[src/common/global_bank_regs.svh]
`ifndef GLOBAL_BANK_REGS_SVH
`define GLOBAL_BANK_REGS_SVH
// ************************************************************
// Address map
// ************************************************************
`define ADDR_W            13
`define PORT_STRIDE       13'h0200
`define PORT2_OFFSET      13'h0200
`define PORT3_OFFSET      13'h0400
`define PORT4_OFFSET      13'h0600
`define FRAMER_BASE       13'h0000
`define LIU_BASE          13'h0800
`define CELLPKT_BASE      13'h1000
`define PORT_WIN_SPAN     13'h0800
`define GLOBAL_LO         13'h1800
`define GLOBAL_HI         13'h181f
`define GLOBAL_ZERO_LO    13'h1812
`define RX_SYS_LO         13'h1900
`define RX_SYS_HI         13'h190f
`define TX_SYS_LO         13'h1940
`define TX_SYS_HI         13'h194f
// ************************************************************
// Global register offsets
// ************************************************************
`define OFF_IDENTITY      13'h1800
`define OFF_CTRL_ONE      13'h1801
`define OFF_CTRL_TWO      13'h1802
`define OFF_CTRL_THREE    13'h1803
`define OFF_CTRL_FOUR     13'h1804
`define OFF_CTRL_FIVE     13'h1805
`define OFF_CLOCK_CTRL    13'h1806
`define OFF_SOFT_RESET    13'h1807
`define OFF_MARKER_SEL    13'h1808
`define OFF_STATUS_ONE    13'h1809
`define OFF_STATUS_TWO    13'h180a
`define OFF_STATUS_THREE  13'h180b
`define OFF_STATUS_FOUR   13'h180c
`define OFF_STATUS_LATCH4 13'h180d
`define OFF_MASK_ONE      13'h180e
`define OFF_MASK_TWO      13'h180f
`define OFF_MASK_THREE    13'h1810
`define OFF_MASK_FOUR     13'h1811
// ************************************************************
// Fields and reset values
// ************************************************************
`define CTRL_RESET        8'h00
`define BIT_CHIP_RST      0
`define BIT_DP_RST        1
`define BIT_CP_RST        2
`define BIT_DIRECT        3
`define PROTO_LSB         4
`define WIDTH_LSB         6
`define BIT_ERR_INS       0
`define BIT_MON_UPD       1
`define BIT_BERT_UPD      2
`define BUS_W8            2'b00
`define BUS_W16           2'b01
`define MIN_RESET_NS      100
`define MCLK_PERIOD_NS    50
`endif

[src/common/global_bank_pkg.sv]
package global_bank_pkg;
   typedef enum logic [1:0]
   {
      width_8_type_v   = 2'b00,
      width_16_type_v  = 2'b01,
      width_rsv2_v     = 2'b10,
      width_rsv3_v     = 2'b11
   } bus_width_type;

   typedef enum logic [1:0]
   {
      proto_cell_l2_v  = 2'b00,
      proto_cell_l3_v  = 2'b01,
      proto_pkt_l2_v   = 2'b10,
      proto_pkt_l3_v   = 2'b11
   } protocol_type;

   typedef enum logic [3:0]
   {
      win_none_v      = 4'h0,
      win_framer_v    = 4'h1,
      win_liu_v       = 4'h2,
      win_cellpkt_v   = 4'h3,
      win_global_v    = 4'h4,
      win_rx_sys_v    = 4'h5,
      win_tx_sys_v    = 4'h6
   } window_type;

   typedef struct packed
   {
      window_type  window;
      logic [1:0]  port;
      logic [8:0]  local_addr;
   } decode_type;

   typedef struct packed
   {
      bus_width_type system_bus_width;
      protocol_type  system_protocol_select;
      logic          direct_status_select;
      logic          cellpkt_full_reset;
      logic          cellpkt_datapath_reset;
      logic          chip_wide_reset;
   } global_cfg_type;
endpackage

[src/rtl/rise_pulse.sv]
`timescale 1ns/1ps
// ************************************************************
// Rising edge to one-cycle pulse
// ************************************************************
module rise_pulse
(
   input  wire logic mclk,
   input  wire logic srst,
   input  wire logic level,
   output logic      pulse
);
   logic level_q;

   always_ff @(posedge mclk)
   begin
      if (srst)
      begin
         level_q <= 1'b0;
      end
      else
      begin
         level_q <= level;
      end
   end

   assign pulse = level & ~level_q;
endmodule

[src/rtl/global_control_register_bank.sv]
`timescale 1ns/1ps
// Contract
// (RULE1) Ports two-four windows offset 0200/0400/0600
// (RULE2) Global registers decoded at 1800-181F
// (RULE3) Receive system registers at 1900-190F
// (RULE4) Transmit system registers at 1940-194F
// (RULE5) Host writes zero to 1812-18FF
// (RULE6) Identity nibble in bits seven-four
// (RULE7) Die revision nibble in bits three-zero
// (RULE8) Width 00 eight bit, 01 sixteen
// (RULE9) Mode selects cell/packet level protocol
// (RULE10) Bit three selects polled or direct
// (RULE11) Cell/packet reset clears all its registers
// (RULE12) Datapath reset clears datapath registers only
// (RULE13) Chip reset clears all unit registers
// (RULE14) Host holds reset bits 100ns minimum
// (RULE15) Both control bytes reset to zero
// (RULE16) Monitor update rise captures, clears counters
// (RULE17) Error insert rise strobes enabled ports
// (RULE18) Global reads return contents; identity read-only
`include "global_bank_regs.svh"
module global_control_register_bank
   import global_bank_pkg::*;
#(
   parameter logic [3:0] DEVICE_IDENTITY = 4'h5,  // Arbitrary value
   parameter logic [3:0] DIE_REVISION    = 4'h1,
   parameter int         NUM_PORTS       = 4
)
(
   input  wire logic                 mclk,
   input  wire logic                 srst,
   input  wire logic [`ADDR_W-1:0]   addr,
   input  wire logic                 wr_en,
   input  wire logic                 rd_en,
   input  wire logic [7:0]           wr_data,
   output logic      [7:0]           rd_data,
   output logic                      rd_valid,
   input  wire logic [7:0]           status_one,
   input  wire logic [7:0]           status_two,
   input  wire logic [7:0]           status_three,
   input  wire logic [7:0]           status_four,
   input  wire logic [7:0]           status_latch_four,
   output decode_type                decode,
   output logic      [NUM_PORTS-1:0] port_select,
   output logic                      unit_wr_en,
   output logic                      unit_rd_en,
   output global_cfg_type            cfg,
   output logic                      framer_unit_reset,
   output logic                      liu_unit_reset,
   output logic                      cellpkt_config_reset,
   output logic                      cellpkt_datapath_clear,
   output logic                      monitor_update_strobe,
   output logic                      bit_tester_update_strobe,
   output logic                      manual_error_insert,
   output logic      [7:0]           ctrl_three,
   output logic      [7:0]           ctrl_four,
   output logic      [7:0]           ctrl_five,
   output logic      [7:0]           clock_ctrl,
   output logic      [7:0]           soft_reset_ctrl,
   output logic      [7:0]           marker_sel,
   output logic      [7:0]           mask_one,
   output logic      [7:0]           mask_two,
   output logic      [7:0]           mask_three,
   output logic      [7:0]           mask_four
);
   localparam int MIN_RESET_CYCLES = (`MIN_RESET_NS + `MCLK_PERIOD_NS - 1) / `MCLK_PERIOD_NS;

   // Decode serves exactly four ports
   if (NUM_PORTS != 4)
   begin : g_port_count_check
      $error("NUM_PORTS must be 4");
   end

   if (MIN_RESET_CYCLES < 1)
   begin : g_reset_hold_check
      $error("reset hold count below one");
   end

   logic [7:0] ctrl_one_q;
   logic [7:0] ctrl_two_q;
   logic [7:0] ctrl_three_q;
   logic [7:0] ctrl_four_q;
   logic [7:0] ctrl_five_q;
   logic [7:0] clock_ctrl_q;
   logic [7:0] soft_reset_q;
   logic [7:0] marker_sel_q;
   logic [7:0] mask_one_q;
   logic [7:0] mask_two_q;
   logic [7:0] mask_three_q;
   logic [7:0] mask_four_q;
   logic [7:0] rd_data_q;
   logic       rd_valid_q;
   decode_type dec_d;
   logic       in_global;
   logic [`ADDR_W-1:0] port_rel;

   // ************************************************************
   // Address decode
   // ************************************************************
   always_comb
   begin
      dec_d      = '{window: win_none_v, port: 2'b00, local_addr: 9'h000};
      port_rel   = addr;
      in_global  = 1'b0;
      if (addr < `PORT_WIN_SPAN)
      begin
         dec_d.window = win_framer_v;
         port_rel     = addr - `FRAMER_BASE;
      end
      else if (addr < `CELLPKT_BASE)
      begin
         dec_d.window = win_liu_v;
         port_rel     = addr - `LIU_BASE;
      end
      else if (addr < `GLOBAL_LO)
      begin
         dec_d.window = win_cellpkt_v;
         port_rel     = addr - `CELLPKT_BASE;
      end
      // Port index from 0200-wide stride; port one has no displacement
      if (dec_d.window != win_none_v)
      begin
         dec_d.port       = port_rel[10:9];                          // [RULE1]
         dec_d.local_addr = port_rel[8:0];                           // [RULE1]
      end
      if (addr >= `GLOBAL_LO && addr <= `GLOBAL_HI)
      begin
         dec_d.window     = win_global_v;                            // [RULE2]
         dec_d.local_addr = {4'h0, addr[4:0]};
         in_global        = 1'b1;
      end
      else if (addr >= `RX_SYS_LO && addr <= `RX_SYS_HI)
      begin
         dec_d.window     = win_rx_sys_v;                            // [RULE3]
         dec_d.local_addr = {5'h00, addr[3:0]};
      end
      else if (addr >= `TX_SYS_LO && addr <= `TX_SYS_HI)
      begin
         dec_d.window     = win_tx_sys_v;                            // [RULE4]
         dec_d.local_addr = {5'h00, addr[3:0]};
      end
   end

   assign decode     = dec_d;
   assign unit_wr_en = wr_en & (dec_d.window != win_none_v) & ~in_global;
   assign unit_rd_en = rd_en & (dec_d.window != win_none_v) & ~in_global;

   always_comb
   begin
      port_select = '0;
      if (dec_d.window == win_framer_v || dec_d.window == win_liu_v || dec_d.window == win_cellpkt_v)
         port_select[dec_d.port] = 1'b1;                             // [RULE1]
   end

   // ************************************************************
   // Global control bytes
   // ************************************************************
   // Writes to 1812-18FF are dropped; host keeps them zero [RULE5]
   always_ff @(posedge mclk)
   begin
      if (srst)
      begin
         ctrl_one_q <= `CTRL_RESET;                                  // [RULE15]
         ctrl_two_q <= `CTRL_RESET;                                  // [RULE15]
      end
      else if (wr_en && in_global)
      begin
         if (addr == `OFF_CTRL_ONE)
            ctrl_one_q <= wr_data;
         if (addr == `OFF_CTRL_TWO)
            ctrl_two_q <= wr_data;
      end
   end

   always_ff @(posedge mclk)
   begin
      if (srst)
      begin
         ctrl_three_q <= `CTRL_RESET;
         ctrl_four_q  <= `CTRL_RESET;
         ctrl_five_q  <= `CTRL_RESET;
         clock_ctrl_q <= `CTRL_RESET;
         soft_reset_q <= `CTRL_RESET;
         marker_sel_q <= `CTRL_RESET;
         mask_one_q   <= `CTRL_RESET;
         mask_two_q   <= `CTRL_RESET;
         mask_three_q <= `CTRL_RESET;
         mask_four_q  <= `CTRL_RESET;
      end
      else if (wr_en && in_global)
      begin
         // Identity byte has no storage, so its writes vanish [RULE18]
         case (addr)
            `OFF_CTRL_THREE : ctrl_three_q <= wr_data;
            `OFF_CTRL_FOUR  : ctrl_four_q  <= wr_data;
            `OFF_CTRL_FIVE  : ctrl_five_q  <= wr_data;
            `OFF_CLOCK_CTRL : clock_ctrl_q <= wr_data;
            `OFF_SOFT_RESET : soft_reset_q <= wr_data;
            `OFF_MARKER_SEL : marker_sel_q <= wr_data;
            `OFF_MASK_ONE   : mask_one_q   <= wr_data;
            `OFF_MASK_TWO   : mask_two_q   <= wr_data;
            `OFF_MASK_THREE : mask_three_q <= wr_data;
            `OFF_MASK_FOUR  : mask_four_q  <= wr_data;
            default         : ;
         endcase
      end
   end

   // ************************************************************
   // Configuration and reset fan-out
   // ************************************************************
   assign cfg.system_bus_width       = bus_width_type'(ctrl_one_q[`WIDTH_LSB+1:`WIDTH_LSB]); // [RULE8]
   assign cfg.system_protocol_select = protocol_type'(ctrl_one_q[`PROTO_LSB+1:`PROTO_LSB]); // [RULE9]
   assign cfg.direct_status_select   = ctrl_one_q[`BIT_DIRECT];                           // [RULE10]
   assign cfg.cellpkt_full_reset     = ctrl_one_q[`BIT_CP_RST];
   assign cfg.cellpkt_datapath_reset = ctrl_one_q[`BIT_DP_RST];
   assign cfg.chip_wide_reset        = ctrl_one_q[`BIT_CHIP_RST];

   // Level resets follow the bits; host holds them long enough [RULE14]
   assign framer_unit_reset      = ctrl_one_q[`BIT_CHIP_RST];                              // [RULE13]
   assign liu_unit_reset         = ctrl_one_q[`BIT_CHIP_RST];                              // [RULE13]
   assign cellpkt_config_reset   = ctrl_one_q[`BIT_CP_RST] | ctrl_one_q[`BIT_CHIP_RST];    // [RULE11] [RULE13]
   assign cellpkt_datapath_clear = ctrl_one_q[`BIT_DP_RST] | cellpkt_config_reset;         // [RULE12]

   // ************************************************************
   // Strobes from control byte two
   // ************************************************************
   rise_pulse mon_edge
   (
      .mclk  (mclk),
      .srst  (srst),
      .level (ctrl_two_q[`BIT_MON_UPD]),
      .pulse (monitor_update_strobe)                                 // [RULE16]
   );

   rise_pulse bert_edge
   (
      .mclk  (mclk),
      .srst  (srst),
      .level (ctrl_two_q[`BIT_BERT_UPD]),
      .pulse (bit_tester_update_strobe)
   );

   rise_pulse err_edge
   (
      .mclk  (mclk),
      .srst  (srst),
      .level (ctrl_two_q[`BIT_ERR_INS]),
      .pulse (manual_error_insert)                                   // [RULE17]
   );

   // ************************************************************
   // Read path
   // ************************************************************
   always_ff @(posedge mclk)
   begin
      if (srst)
      begin
         rd_data_q  <= 8'h00;
         rd_valid_q <= 1'b0;
      end
      else
      begin
         rd_valid_q <= rd_en & in_global;
         if (rd_en && in_global)
         begin
            case (addr)                                              // [RULE18]
               `OFF_IDENTITY      : rd_data_q <= {DEVICE_IDENTITY, DIE_REVISION};  // [RULE6] [RULE7]
               `OFF_CTRL_ONE      : rd_data_q <= ctrl_one_q;
               `OFF_CTRL_TWO      : rd_data_q <= ctrl_two_q;
               `OFF_CTRL_THREE    : rd_data_q <= ctrl_three_q;
               `OFF_CTRL_FOUR     : rd_data_q <= ctrl_four_q;
               `OFF_CTRL_FIVE     : rd_data_q <= ctrl_five_q;
               `OFF_CLOCK_CTRL    : rd_data_q <= clock_ctrl_q;
               `OFF_SOFT_RESET    : rd_data_q <= soft_reset_q;
               `OFF_MARKER_SEL    : rd_data_q <= marker_sel_q;
               `OFF_STATUS_ONE    : rd_data_q <= status_one;
               `OFF_STATUS_TWO    : rd_data_q <= status_two;
               `OFF_STATUS_THREE  : rd_data_q <= status_three;
               `OFF_STATUS_FOUR   : rd_data_q <= status_four;
               `OFF_STATUS_LATCH4 : rd_data_q <= status_latch_four;
               `OFF_MASK_ONE      : rd_data_q <= mask_one_q;
               `OFF_MASK_TWO      : rd_data_q <= mask_two_q;
               `OFF_MASK_THREE    : rd_data_q <= mask_three_q;
               `OFF_MASK_FOUR     : rd_data_q <= mask_four_q;
               default            : rd_data_q <= 8'h00;
            endcase
         end
      end
   end

   assign rd_data         = rd_data_q;
   assign rd_valid        = rd_valid_q;
   assign ctrl_three      = ctrl_three_q;
   assign ctrl_four       = ctrl_four_q;
   assign ctrl_five       = ctrl_five_q;
   assign clock_ctrl      = clock_ctrl_q;
   assign soft_reset_ctrl = soft_reset_q;
   assign marker_sel      = marker_sel_q;
   assign mask_one        = mask_one_q;
   assign mask_two        = mask_two_q;
   assign mask_three      = mask_three_q;
   assign mask_four       = mask_four_q;
endmodule

[config.mk]
export PLATFORM = sky130hd
export DESIGN_NAME = global_control_register_bank
export DESIGN_NICKNAME = d
export VERILOG_FILES = /design/src/common/global_bank_pkg.sv /design/src/rtl/rise_pulse.sv /design/src/rtl/global_control_register_bank.sv
export VERILOG_INCLUDE_DIRS = /design/src /design/src/common
export SDC_FILE = /design/constraint.sdc
export NUM_CORES = 1
export LEC_CHECK = 0
export ABC_AREA = 1
export BUFFER_PORTS_ARGS = -buffer_cell sky130_fd_sc_hd__buf_2
export CAP_MARGIN = 25
export CORE_AREA = 2 2 119 98
export DETAILED_ROUTE_END_ITERATION = 6
export DIE_AREA = 0 0 121 100
export MAX_ROUTING_LAYER = met4
export PLACE_DENSITY = 0.84
export SETUP_SLACK_MARGIN = 0.3
export SLEW_MARGIN = 20
export SYNTH_ARGS = -nofsm -noshare
export SYNTH_HDL_FRONTEND = slang
export SYNTH_SLANG_ARGS = --single-unit
export TNS_END_PERCENT = 10
[constraint.sdc]
create_clock -name mclk -period 3.89 [get_ports mclk]
set_clock_uncertainty 0.1 [all_clocks]
set_input_delay 0.389 -clock mclk [delete_from_list [all_inputs] [get_ports mclk]]
set_output_delay 0.389 -clock mclk [all_outputs]
set_load 0.05 [all_outputs]
# After elaboration in Yosys (flattened, before gate mapping)
# Index checks and enable logic that the tools add are counted.
[totals]
reg_bits = 108
inputBits = 65
output_inout_bits = 125
wordCells = 105
[classes]
n_addsub = 2
n_lt_le_gt_ge = 11
n_eq_ne = 21
n_mux = 18
bitwise_logic = 14
reduce_logical = 22
[ops]
columns = ["op", "n"]
rows = [
  ["13-bit == test (second input constant)", 18],
  ["8-bit case mux with 18 select lines", 1],
  ["11-bit two-way mux", 4],
  ["13-bit greater-or-equal comparator (second input constant)", 3],
  ["13-bit less-or-equal comparator (second input constant)", 3],
  ["9-bit two-way mux", 3],
  ["13-bit < comparator (second input constant)", 2],
  ["2-bit AND reduction", 12],
  ["11-bit by 1-bit subtractor with 11-bit output (second input constant)", 2],
  ["4-bit two-way mux", 5],
  ["13-bit by 12-bit < comparator with 1-bit output (second input constant)", 1],
  ["1-bit bitwise AND", 8],
  ["4-bit by 2-bit == test with 1-bit output (second input constant)", 2],
  ["4-bit nonzero test", 2],
  ["1-bit logical AND", 6],
  ["4-bit by 1-bit == test with 1-bit output (second input constant)", 1],
  ["2-bit two-way mux", 2],
  ["1-bit NOT", 4],
  ["2-bit by 3-bit < comparator with 1-bit output (second input constant)", 1],
  ["1-bit demux with 2-bit select", 1],
  ["2-bit by 1-bit greater-or-equal comparator with 1-bit output (second input constant)", 1],
  ["1-bit logical OR", 2],
  ["1-bit two-way mux", 2],
  ["1-bit bitwise OR", 2],
]

# Logic depth before layout (Yosys ltp)
# Gate-level depths: netlist of the first run.
[logic_depth]
word_depth = 11
mapped_depth = 16
depth_no_buf = 15

# Modules after synthesis
# Synthesis of the first run repeated with hierarchy kept, for this count alone.
[unflattened]
cells_unflattened = 1028
area_unflattened_um2 = 6459.9
[modules_own_cells]
columns = ["mod", "n_inst", "cells_each", "area_each_um2", "seq_area_each_um2"]
rows = [
  ["global_control_register_bank", 1, 1016, 6366.1, 2102.0],
  ["rise_pulse", 3, 4, 31.3, 20.0],
]

# Least setup slack after synthesis of the first run
# No wires, ideal clock.
[synth_path]
path_kind = "input-to-output"
from = "input port addr[11]"
to = "output port decode[0] (netlist name)"
t_arrival_ns = 2.507
required_time_ns = 3.401
setup_slack_ns = 0.894
stages = 15
n_path_buf = 1
path_cell_list = "ha_1 buf_4 inv_1 nor2_1 nand3_1 nand2_1 nand2_1 nand2_1 nand2_1 nand2_1 nand2_1 nor2_1 inv_1 nor2_2 nor2_1"
[synth_lines]
columns = ["item", "line", "text"]
rows = [
  ["from (decl)", "global_control_register_bank.sv:32", "input wire logic [`ADDR_W-1:0] addr,"],
  ["to (decl)", "global_control_register_bank.sv:43", "output decode_type decode,"],
]

# Worst setup path in the final report of the first run
[layout_path]
from = "input port addr[12]"
to = "output port port_select[2]"
[layout_via]
elab_chain_cells = 11
word_cells_on_any_way = 34
classes_between = "order compare (11); eq/ne (3); mux (13); reduce/logical (7)"
[layout_rtl]
columns = ["item", "line", "text"]
rows = [
  ["13-bit < comparator (no source line)", "n/a", ""],
  ["2-bit two-way mux", "global_control_register_bank.sv:115", "else if (addr < `GLOBAL_LO)"],
  ["2-bit two-way mux", "global_control_register_bank.sv:110", "else if (addr < `CELLPKT_BASE)"],
  ["4-bit two-way mux", "global_control_register_bank.sv:105", "if (addr < `PORT_WIN_SPAN)"],
  ["4-bit nonzero test / 4-bit two-way mux (equally long branches)", "global_control_register_bank.sv:121, global_control_register_bank.sv:137", ""],
  ["11-bit two-way mux / 4-bit two-way mux (equally long branches)", "global_control_register_bank.sv:121, global_control_register_bank.sv:132", ""],
  ["2-bit by 3-bit < comparator with 1-bit output (implied by the code), or another cell as far along", "global_control_register_bank.sv:152", "port_select[dec_d.port] = 1'b1;"],
  ["1-bit logical AND (implied by the code), or another cell as far along", "global_control_register_bank.sv:152", ""],
  ["1-bit two-way mux (implied by the code) / 1-bit logical OR (equally long branches)", "global_control_register_bank.sv:152, global_control_register_bank.sv:151", ""],
  ["1-bit demux with 2-bit select / 1-bit logical OR (equally long branches)", "global_control_register_bank.sv:152, global_control_register_bank.sv:151", ""],
  ["4-bit two-way mux *", "global_control_register_bank.sv:151", "if (dec_d.window == win_framer_v || dec_d.window == win_liu_v || dec_d.window == win_cellpkt_v)"],
  ["to (decl)", "global_control_register_bank.sv:44", "output logic [NUM_PORTS-1:0] port_select,"],
]
# Mark *: on every way between the ends. The rest lies on a longest branch, timed or not.

==> reports/summary.txt, run 1 <==
Run status = finished clean
Setup TNS = 0 ns
Via-per-instance ratio = 5.579
Core area = 0.01108 mm^2
I/O pins = 190
Top cell by count, worst path = nand2_1
Syn_nets = 944
Crit-path leading delay family = simple AND/OR/NAND/NOR gates
DRT Wirelength = 19,610 um
Post-CTS sizing = 0
Htree depth = 3
Post-CTS Setup Repair Bufs = 0
# DRC = 0
Register area share after synthesis = 36.78%
WP data arrival = 2.48 ns
Area leader, netlist = dfxtp_1
DR vias = 6,656
Multi-input logic area = 0.003289 mm^2
Post-DP HPWL = 14,060 um
Synthesis-stage register bit count = 108
CP Max Fanout = 8
Total global routing overflow = 0
Max cap viols = 0
Cell Chain, Critical Path = buf_2 -> ha_1 -> inv_1 -> nor2_1 -> nand2_1 -> nor2_1 -> nand2_1 -> nand2_1 -> nand2_1 -> nand2_1 -> nand2_1 -> nor2_1 -> nand2_1 -> nor2_1 -> buf_2
FF/Latch Area = 0.002162 mm^2
CTS tree = built
Worst Tran Pin Value = 0.8748 ns
Iter 0 DRT Violations = 581
Hold Violations, Final = 0
Final Max Slew Viols = 0
Tot Pwr = 2.297 mW
Layout cells sized above 1 = 25.17%
DRT Pass-1 Iters = 5
Initial antenna violation count = 0
Layout filler cell count = 1,040
Worst path required time = 3.40 ns
RSZ-0062 raised after global routing = no
Die width = 121 um
Total CTS buffers = 9
Final setup viols = 0
Leakage = 3.549 nW
Post-synth top area share = 36.78%
Top post-synthesis cells by area = dfxtp_1, nor2_1, nand3_1
Mapped Cells = 876
GRT Overall Usage = 32.58%
Largest net degree at the start of global routing = 109
Final Non-Filler Cells = 1,193
Initial Util = 53.05%
Final ANT Viol Nets = 0
PortBufs = 188
Pwr per Cell Area = 321.8 mW/mm^2
CTS Sinks = 108
Yosys cell types = 35
Kind of critical path = primary input to output port
Mapped Area = 0.005878 mm^2
Routability cong. = 0.9675
WL per Instance = 16.44 um
Diodes inserted = 0
Number of synthesized flops with an enable pin = 0
Mapped Avg Cell Area = 6.710 um^2
F_max = 337.0 MHz
Hold buffers post-CTS = 0
Clock tree buffer depth = 2
Slew Limit Headroom = 41.46%
Worst-path clk slew = 0.08 ns
Most frequent cells in the layout = nor2_1, buf_2, nand2_1, nand3_1, dfxtp_1
DIE AREA = 0.01210 mm^2
Yosys warns = 0
CTS root buffer = clkbuf_16
Vias in the first global route = 5,794
Clk_lat worst skew = 0.36 ns
Final core utilization = 64.43%
Async set-reset flop share out of synthesis = 0%
Post-layout min period = 2.967 ns
Slowest-stage cell, CP = ha_1
VDD IR-drop max = 293.1 uV
Die height = 100 um
Area delta synth->final = 21.43%
Buf+Inv Stages, Crit Path = 3
# nets final = 1,108
Crit share post-route = 76.28%
Crit. End Element = output port
First-pass GRT wire length = 29,610 um
Setup crit start kind = primary input
Max incr delay on CP = 0.33 ns
Top FF cell, synth = dfxtp_1
Min-Delay Path Class = primary input to flop
Post-placement cell count = 1,176
Commonest non-fill, non-tap cell in the layout = nor2_1
Worst hold slack = 0.2450 ns
Rows = 35
-- worst paths after layout --
| kind | from | end | slack [ns] | cells past startpoint |
|---|---|---|---|---|
| max reg2reg | soft_reset_ctrl[3] | rd_data[3] | 2.50 | 8 |
| min reg2reg | rd_data[5] | rd_data[5] | 0.36 | 2 |
| min | wr_data[4] | mask_three[4] | 0.25 | 3 |
| max | addr[12] | port_select[2] | 0.92 | 15 |
-- power by group --
part,internal [mW],switching [mW],total [mW]
logic,0.0584,0.188,0.246
registers,1.10,0.00000308,1.10
clock network,0.520,0.427,0.947
total,1.68,0.615,2.30
-- per-stage QoR --
step / setup slack, ns / cell area (um^2)
after floorplan: 0.8942 / 5878
after global placement: 1.059 / 6807
after detailed placement: 0.9575 / 6807
after CTS: 0.9496 / 7111
after global routing: 0.6405 / 7138
final: 0.9229 / 7138
-- tightest hold or removal path, delay by kind of cell --
| kind | cells | cell delay [ns] |
|---|---|---|
| and+or+nand+nor | 1 | 0.07 |
| buffers and inverters | 1 | 0.14 |
| AOI/OAI and AO/OA | 1 | 0.05 |
-- cells in the mapped netlist (4+ instances only) --
cell / n
clkbuf_1: 12
dfxtp_1: 108
nor2_4: 7
nand2_1: 180
a211oi_1: 63
a21oi_1: 18
nand3_1: 140
inv_2: 7
inv_1: 37
buf_6: 7
buf_2: 13
buf_4: 6
nand4_1: 4
nand2_2: 4
nor2_2: 19
nor2_1: 195
nor3_1: 27
-- cell type report --
cell class / instances / share of cell area, %
Sequential cell: 108 / 30.29
Multi-Input combinational cell: 679 / 46.08
Timing Repair Buffer: 192 / 14.06
Clock buffer: 11 / 3.401
Clock inverter: 5 / 0.8589
Tap cell: 148 / 2.594
Inverter: 50 / 2.717
-- registers in the layout, indices dropped and copies added, names as in the netlist, 8 cells and up --
name	count
cfg	8
clock_ctrl	8
ctrl_five	8
ctrl_four	8
ctrl_three	8
ctrl_two_q	8
marker_sel	8
mask_four	8
mask_one	8
mask_three	8
mask_two	8
rd_data	8
soft_reset_ctrl	8
-- per-layer routing --
| metal | up-vias | share of wire [%] | track usage (%) |
|---|---|---|---|
| met5 | - | 0 | - |
| met4 | 0 | 3.6 | 13.24 |
| met3 | 51 | 10 | 5.852 |
| met2 | 390 | 45 | 51.30 |
| met1 | 2978 | 41 | 41.58 |
| li1 | 3237 | - | - |
-- cell families after synthesis --
logic type | synth area share [%]
AND/OR/NAND/NOR | 44.93
adder cells (fa/ha/maj) | 0.6386
flip-flops | 36.78
buffers and inverters | 7.343
AO/OA/AOI/OAI | 10.24
other | 0.06380
No activity file was read; power rests on OpenSTA's default activity.
==> run 2: changes to the inputs <==
--- a/config.mk
+++ b/config.mk
@@ -9,11 +9,11 @@
 export ABC_AREA = 1
 export BUFFER_PORTS_ARGS = -buffer_cell sky130_fd_sc_hd__buf_2
 export CAP_MARGIN = 25
-export CORE_AREA = 2 2 119 98
+export CORE_AREA = 2 2 124 102
 export DETAILED_ROUTE_END_ITERATION = 6
-export DIE_AREA = 0 0 121 100
+export DIE_AREA = 0 0 126 104
 export MAX_ROUTING_LAYER = met4
-export PLACE_DENSITY = 0.84
+export PLACE_DENSITY = 0.78
 export SETUP_SLACK_MARGIN = 0.3
 export SLEW_MARGIN = 20
 export SYNTH_ARGS = -nofsm -noshare
==> constraint.sdc (replaced) <==
create_clock -name mclk -period 3.1 [get_ports mclk]
set_clock_uncertainty 0.1 [all_clocks]
set_input_delay 0.31 -clock mclk [delete_from_list [all_inputs] [get_ports mclk]]
set_output_delay 0.31 -clock mclk [all_outputs]
set_load 0.05 [all_outputs]
==> run 2 against run 1 <==
Design area fell by 0.21%. Non-clock buffer count up 2. Combinational power increased by 28%.
==> reports/summary.txt, run 2 (same netlist as run 1, synthesis figures left out) <==
Run status = finished clean
F_max = 383.4 MHz
Cell Chain, Critical Path = buf_2 -> ha_4 -> clkinvlp_4 -> nor2_1 -> nand2_1 -> nor2_1 -> nand2_1 -> nand2_1 -> nand2_1 -> nand2_1 -> nand2_1 -> nor2_2 -> inv_1 -> nor2_4 -> nor2_1 -> buf_2
Kind of critical path = primary input to output port
WL per Instance = 16.60 um
Area delta synth->final = 21.18%
Via-per-instance ratio = 5.485
RSZ-0062 raised after global routing = no
Routability cong. = 0.9453
Post-layout min period = 2.608 ns
Die width = 126 um
Min-Delay Path Class = primary input to flop
DIE AREA = 0.01310 mm^2
Final setup viols = 0
PortBufs = 188
Final ANT Viol Nets = 0
Largest net degree at the start of global routing = 109
GRT Overall Usage = 30.06%
Rows = 36
CTS tree = built
Seq pwr share = 50.7%
# DRC = 0
Total CTS buffers = 9
Setup TNS = 0 ns
Comb pwr share = 11.5%
Layout cells sized above 1 = 25.26%
Crit. End Element = output port
Setup crit start kind = primary input
Clock power share = 37.8%
CP Max Fanout = 8
Tot Pwr = 2.734 mW
I/O pins = 190
Placed cell areas = 0.006847 mm^2
Slew Limit Headroom = 57.85%
WP data arrival = 2.20 ns
Hold Violations, Final = 0
Final Max Slew Viols = 0
Clk_lat worst skew = 0.35 ns
First-pass GRT wire length = 30,570 um
Fin worst setup slack = 0.4920 ns
Initial antenna violation count = 0
DRT Pass-1 Iters = 5
Post-placement cell count = 1,183
Cell Int Power = 1.998 mW
Clock tree buffer depth = 2
Final Non-Filler Cells = 1,197
Diodes inserted = 0
Placement-stage worst setup slack = 0.4131 ns
Die height = 104 um
Core area = 0.01189 mm^2
CTS Sinks = 108
Post-DP HPWL = 14,770 um
Switch share = 26.90%
Worst Tran Pin Value = 0.6300 ns
Max incr delay on CP = 0.20 ns
Crit-path leading delay family = simple AND/OR/NAND/NOR gates
DR vias = 6,565
Initial Util = 49.43%
CTS root buffer = clkbuf_16
Vias in the first global route = 5,762
Crit share post-route = 84.13%
DRT Wirelength = 19,870 um
Slowest-stage cell, CP = ha_4
VDD IR-drop max = 310.7 uV
Post-CTS Setup Repair Bufs = 0
Top cell by count, worst path = nand2_1
Net switching power = 0.7352 mW
Worst path required time = 2.69 ns
Post-layout instance area = 0.007123 mm^2
Htree depth = 3
Pwr per Cell Area = 383.8 mW/mm^2
Leakage = 3.527 nW
# nets final = 1,110
Most frequent cells in the layout = nor2_1, buf_2, nand2_1, nand3_1, dfxtp_1
Worst hold slack = 0.1840 ns
Max cap viols = 0
Final core utilization = 59.90%
Iter 0 DRT Violations = 660
Worst-path clk slew = 0.07 ns
Commonest non-fill, non-tap cell in the layout = nor2_1
Total global routing overflow = 0
Buf+Inv Stages, Crit Path = 4
==> run 2: worst register-to-register path, cell delays in order (launching register included) <==
cell	delay, ns
dfxtp_1	0.36
nand3_1	0.12
nand2_1	0.06
nor2_1	0.14
nand2_1	0.11
nor2_1	0.18
nand2_1	0.09
nand2_1	0.07
a21oi_1	0.06
==> run 2: power by group through the flow <==
stage	logic (mW)	clock network (mW)	registers [mW]
floorplan	0.191	0	1.42
global route	0.333	1.09	1.39
finish	0.314	1.03	1.39
detailed placement	0.304	0	1.42
global placement	0.304	0	1.42
CTS	0.305	1.04	1.39
==> run 2: worst paths after layout <==
| path | from | endpoint | slack [ns] | depth (start not counted) |
|---|---|---|---|---|
| max | addr[12] | decode[2] | 0.49 | 16 |
| min | wr_data[5] | mask_three[5] | 0.18 | 3 |
| max reg2reg | ctrl_three[4] | rd_data[4] | 1.69 | 8 |
| min reg2reg | rd_data[0] | rd_data[0] | 0.36 | 2 |
==> run 2: layout make-up <==
type / instances / area, um^2
fill: 1189 / 4768
multi-input combinational: 679 / 3309
sequential: 108 / 2162
timing repair buffer: 194 / 1013
clock buffer: 12 / 236.5
inverter: 50 / 197.7
tap: 152 / 190.2
clock inverter: 2 / 13.76
==> run 2: what timing repair did <==
action / 4_1_cts / 5_1_grt
endpoints found under the setup margin: 0 / 10
resized for setup: 0 / 6
hold buffers: 0 / 0
==> run 2: metal layers <==
metal	share of wire (%)	track usage, %
met3	10	6.019
met4	1.8	7.300
met5	0	-
met2	44	45.01
met1	44	41.85
==> run 3: changes to the inputs <==
--- a/config.mk
+++ b/config.mk
@@ -9,11 +9,11 @@
 export ABC_AREA = 1
 export BUFFER_PORTS_ARGS = -buffer_cell sky130_fd_sc_hd__buf_2
 export CAP_MARGIN = 25
-export CORE_AREA = 2 2 124 102
+export CORE_AREA = 2 2 130 107
 export DETAILED_ROUTE_END_ITERATION = 6
-export DIE_AREA = 0 0 126 104
+export DIE_AREA = 0 0 132 109
 export MAX_ROUTING_LAYER = met4
-export PLACE_DENSITY = 0.78
+export PLACE_DENSITY = 0.75
 export SETUP_SLACK_MARGIN = 0.3
 export SLEW_MARGIN = 20
 export SYNTH_ARGS = -nofsm -noshare
==> constraint.sdc (replaced) <==
create_clock -name mclk -period 2.1 [get_ports mclk]
set_clock_uncertainty 0.1 [all_clocks]
set_input_delay 0.21 -clock mclk [delete_from_list [all_inputs] [get_ports mclk]]
set_output_delay 0.21 -clock mclk [all_outputs]
set_load 0.05 [all_outputs]
==> run 3 against run 2 <==
The run now ends with setup timing left. Via count up 3.2%. Count of clock-buffer cells in the layout down 2. Utilization up 1.5 points. Critical path depth unchanged. Critical endpoint is now decode[0]. Power up 61%. Sequential power up 47%. Final cell count up 7.0%. Worst setup slack worse by 0.55 ns. Routed wire length up 6.4%. Highest routed layer unchanged.
==> reports/summary.txt, run 3 (same netlist as run 1, synthesis figures left out) <==
Diodes inserted = 0
WL per Instance = 16.50 um
I/O pins = 190
Hold buffers post-CTS = 0
Iter 0 DRT Violations = 622
Setup TNS = -0.2618 ns
First-pass GRT wire length = 32,660 um
Run status = finished, violations left
PortBufs = 188
Placement-stage worst setup slack = -0.2392 ns
WP data arrival = 1.85 ns
R2r setup slk = 0.71 ns
Total CTS buffers = 9
Clock tree buffer depth = 2
Kind of critical path = primary input to output port
Pwr per Cell Area = 545.6 mW/mm^2
Initial Util = 44.63%
DIE AREA = 0.01439 mm^2
Routability cong. = 0.9024
Setup crit start kind = primary input
Slew Limit Headroom = 64.26%
Worst-path clk slew = 0.07 ns
CTS Sinks = 108
Die width = 132 um
RSZ-0062 raised after global routing = yes
CTS tree = built
Commonest non-fill, non-tap cell in the layout = nor2_1
Failing checks = setup timing
Post-DP HPWL = 15,520 um
Crit. End Element = output port
Post-layout instance area = 0.008083 mm^2
Max incr delay on CP = 0.22 ns
Area delta synth->final = 37.51%
Worst path required time = 1.79 ns
Rows = 38
F_max = 463.5 MHz
Layout cells sized above 1 = 33.51%
Hold Violations, Final = 0
Largest net degree at the start of global routing = 109
Clk_lat worst skew = 0.36 ns
Crit share post-route = 102.7%
DR vias = 6,773
GRT Overall Usage = 29.98%
Most frequent cells in the layout = nor2_1, nand2_1, buf_2, nand3_1, dfxtp_1
Final setup viols = 7
Total global routing overflow = 0
Die height = 109 um
# DRC = 0
CP Max Fanout = 4
Max cap viols = 0
Final ANT Viol Nets = 0
Min-Delay Path Class = primary input to flop
Crit-path leading delay family = simple AND/OR/NAND/NOR gates
Fin worst setup slack = -0.05746 ns
Leakage = 3.902 nW
Worst hold slack = 0.06476 ns
Worst Tran Pin Value = 0.5356 ns
Initial antenna violation count = 0
Placed cell areas = 0.007450 mm^2
Final Max Slew Viols = 0
Cell Chain, Critical Path = buf_8 -> ha_4 -> clkinvlp_4 -> nor2_4 -> nand2_2 -> nor2_1 -> nand2_1 -> nand2_1 -> nand2_1 -> nand2_2 -> nand2_2 -> nor2_4 -> inv_6 -> nor2_4 -> nor2_4 -> buf_6
VDD IR-drop max = 461.6 uV
Htree depth = 3
Top cell by count, worst path = nor2_4
Buf+Inv Stages, Crit Path = 4
DRT Wirelength = 21,130 um
Via-per-instance ratio = 5.287
Vias in the first global route = 6,172
Slowest-stage cell, CP = nor2_4
CTS root buffer = clkbuf_16
# nets final = 1,164
Post-layout min period = 2.157 ns
Core area = 0.01317 mm^2
DRT Pass-1 Iters = 6
## run 3: cell types whose count changed in the layout (fill, tap and decap cells not counted), moves of 8 or more
cell,before,now
buf_4,4,48
nor2_1,194,174
buf_2,187,168
buf_6,0,18
nor2_4,9,24
nand2_1,180,171
nand2_2,4,12
## run 3: worst paths after layout
path                      start       endpoint  cells after the start
setup / recovery       addr[12]      decode[0]                     16
hold / removal       wr_data[6]  mask_three[6]                      3
setup reg to reg  clock_ctrl[7]     rd_data[7]                      8
hold reg to reg      rd_data[2]     rd_data[2]                      2
## run 3: where the power goes
group	internal, mW	switching, mW	total [mW]
Sequential	2.05	0.00000698	2.05
Clock	0.956	0.769	1.72
Combinational	0.219	0.420	0.639
Total	3.22	1.19	4.41
## run 3: final cells by class
class / count / area, um^2
Tap cell: 180 / 225.2
Multi-Input combinational cell: 679 / 3525
Sequential cell: 108 / 2162
Clock inverter: 6 / 61.31
Timing Repair Buffer: 248 / 1654
Inverter: 50 / 216.5
Clock buffer: 10 / 239.0
Fill cell: 1268 / 5087
## run 3: per-stage QoR
stage | utilization [%] | power (mW) | std cells
after floorplan | - | 2.415 | 876
after global placement | 56.56 | 2.636 | 1261
after detailed placement | 56.56 | 2.638 | 1261
after CTS | 60.33 | 4.397 | 1279
after global routing | 61.37 | 4.538 | 1281
final | 61.37 | 4.410 | 1281
## run 3: routing by layer
| metal | vias up | GRT usage, % | wire (um) |
|---|---|---|---|
| li1 | 3353 | - | - |
| met2 | 315 | 46.39 | 9487 |
| met3 | 40 | 5.997 | 1845 |
| met5 | - | - | 0 |
| met4 | 0 | 8.385 | 469 |
| met1 | 3065 | 40.10 | 9331 |
## run 3: timing repair
item                                    4_1_cts  5_1_grt
resized for setup                            59       34
endpoints found under the hold margin         0        0
endpoints found under the setup margin       21       94
pin swaps                                    24       16
setup buffers                                 2        2
## run 3: worst min-delay path, cell delays in order
cell and delay [ns]:
buf_2 0.14, nand2_1 0.07, a21oi_1 0.05
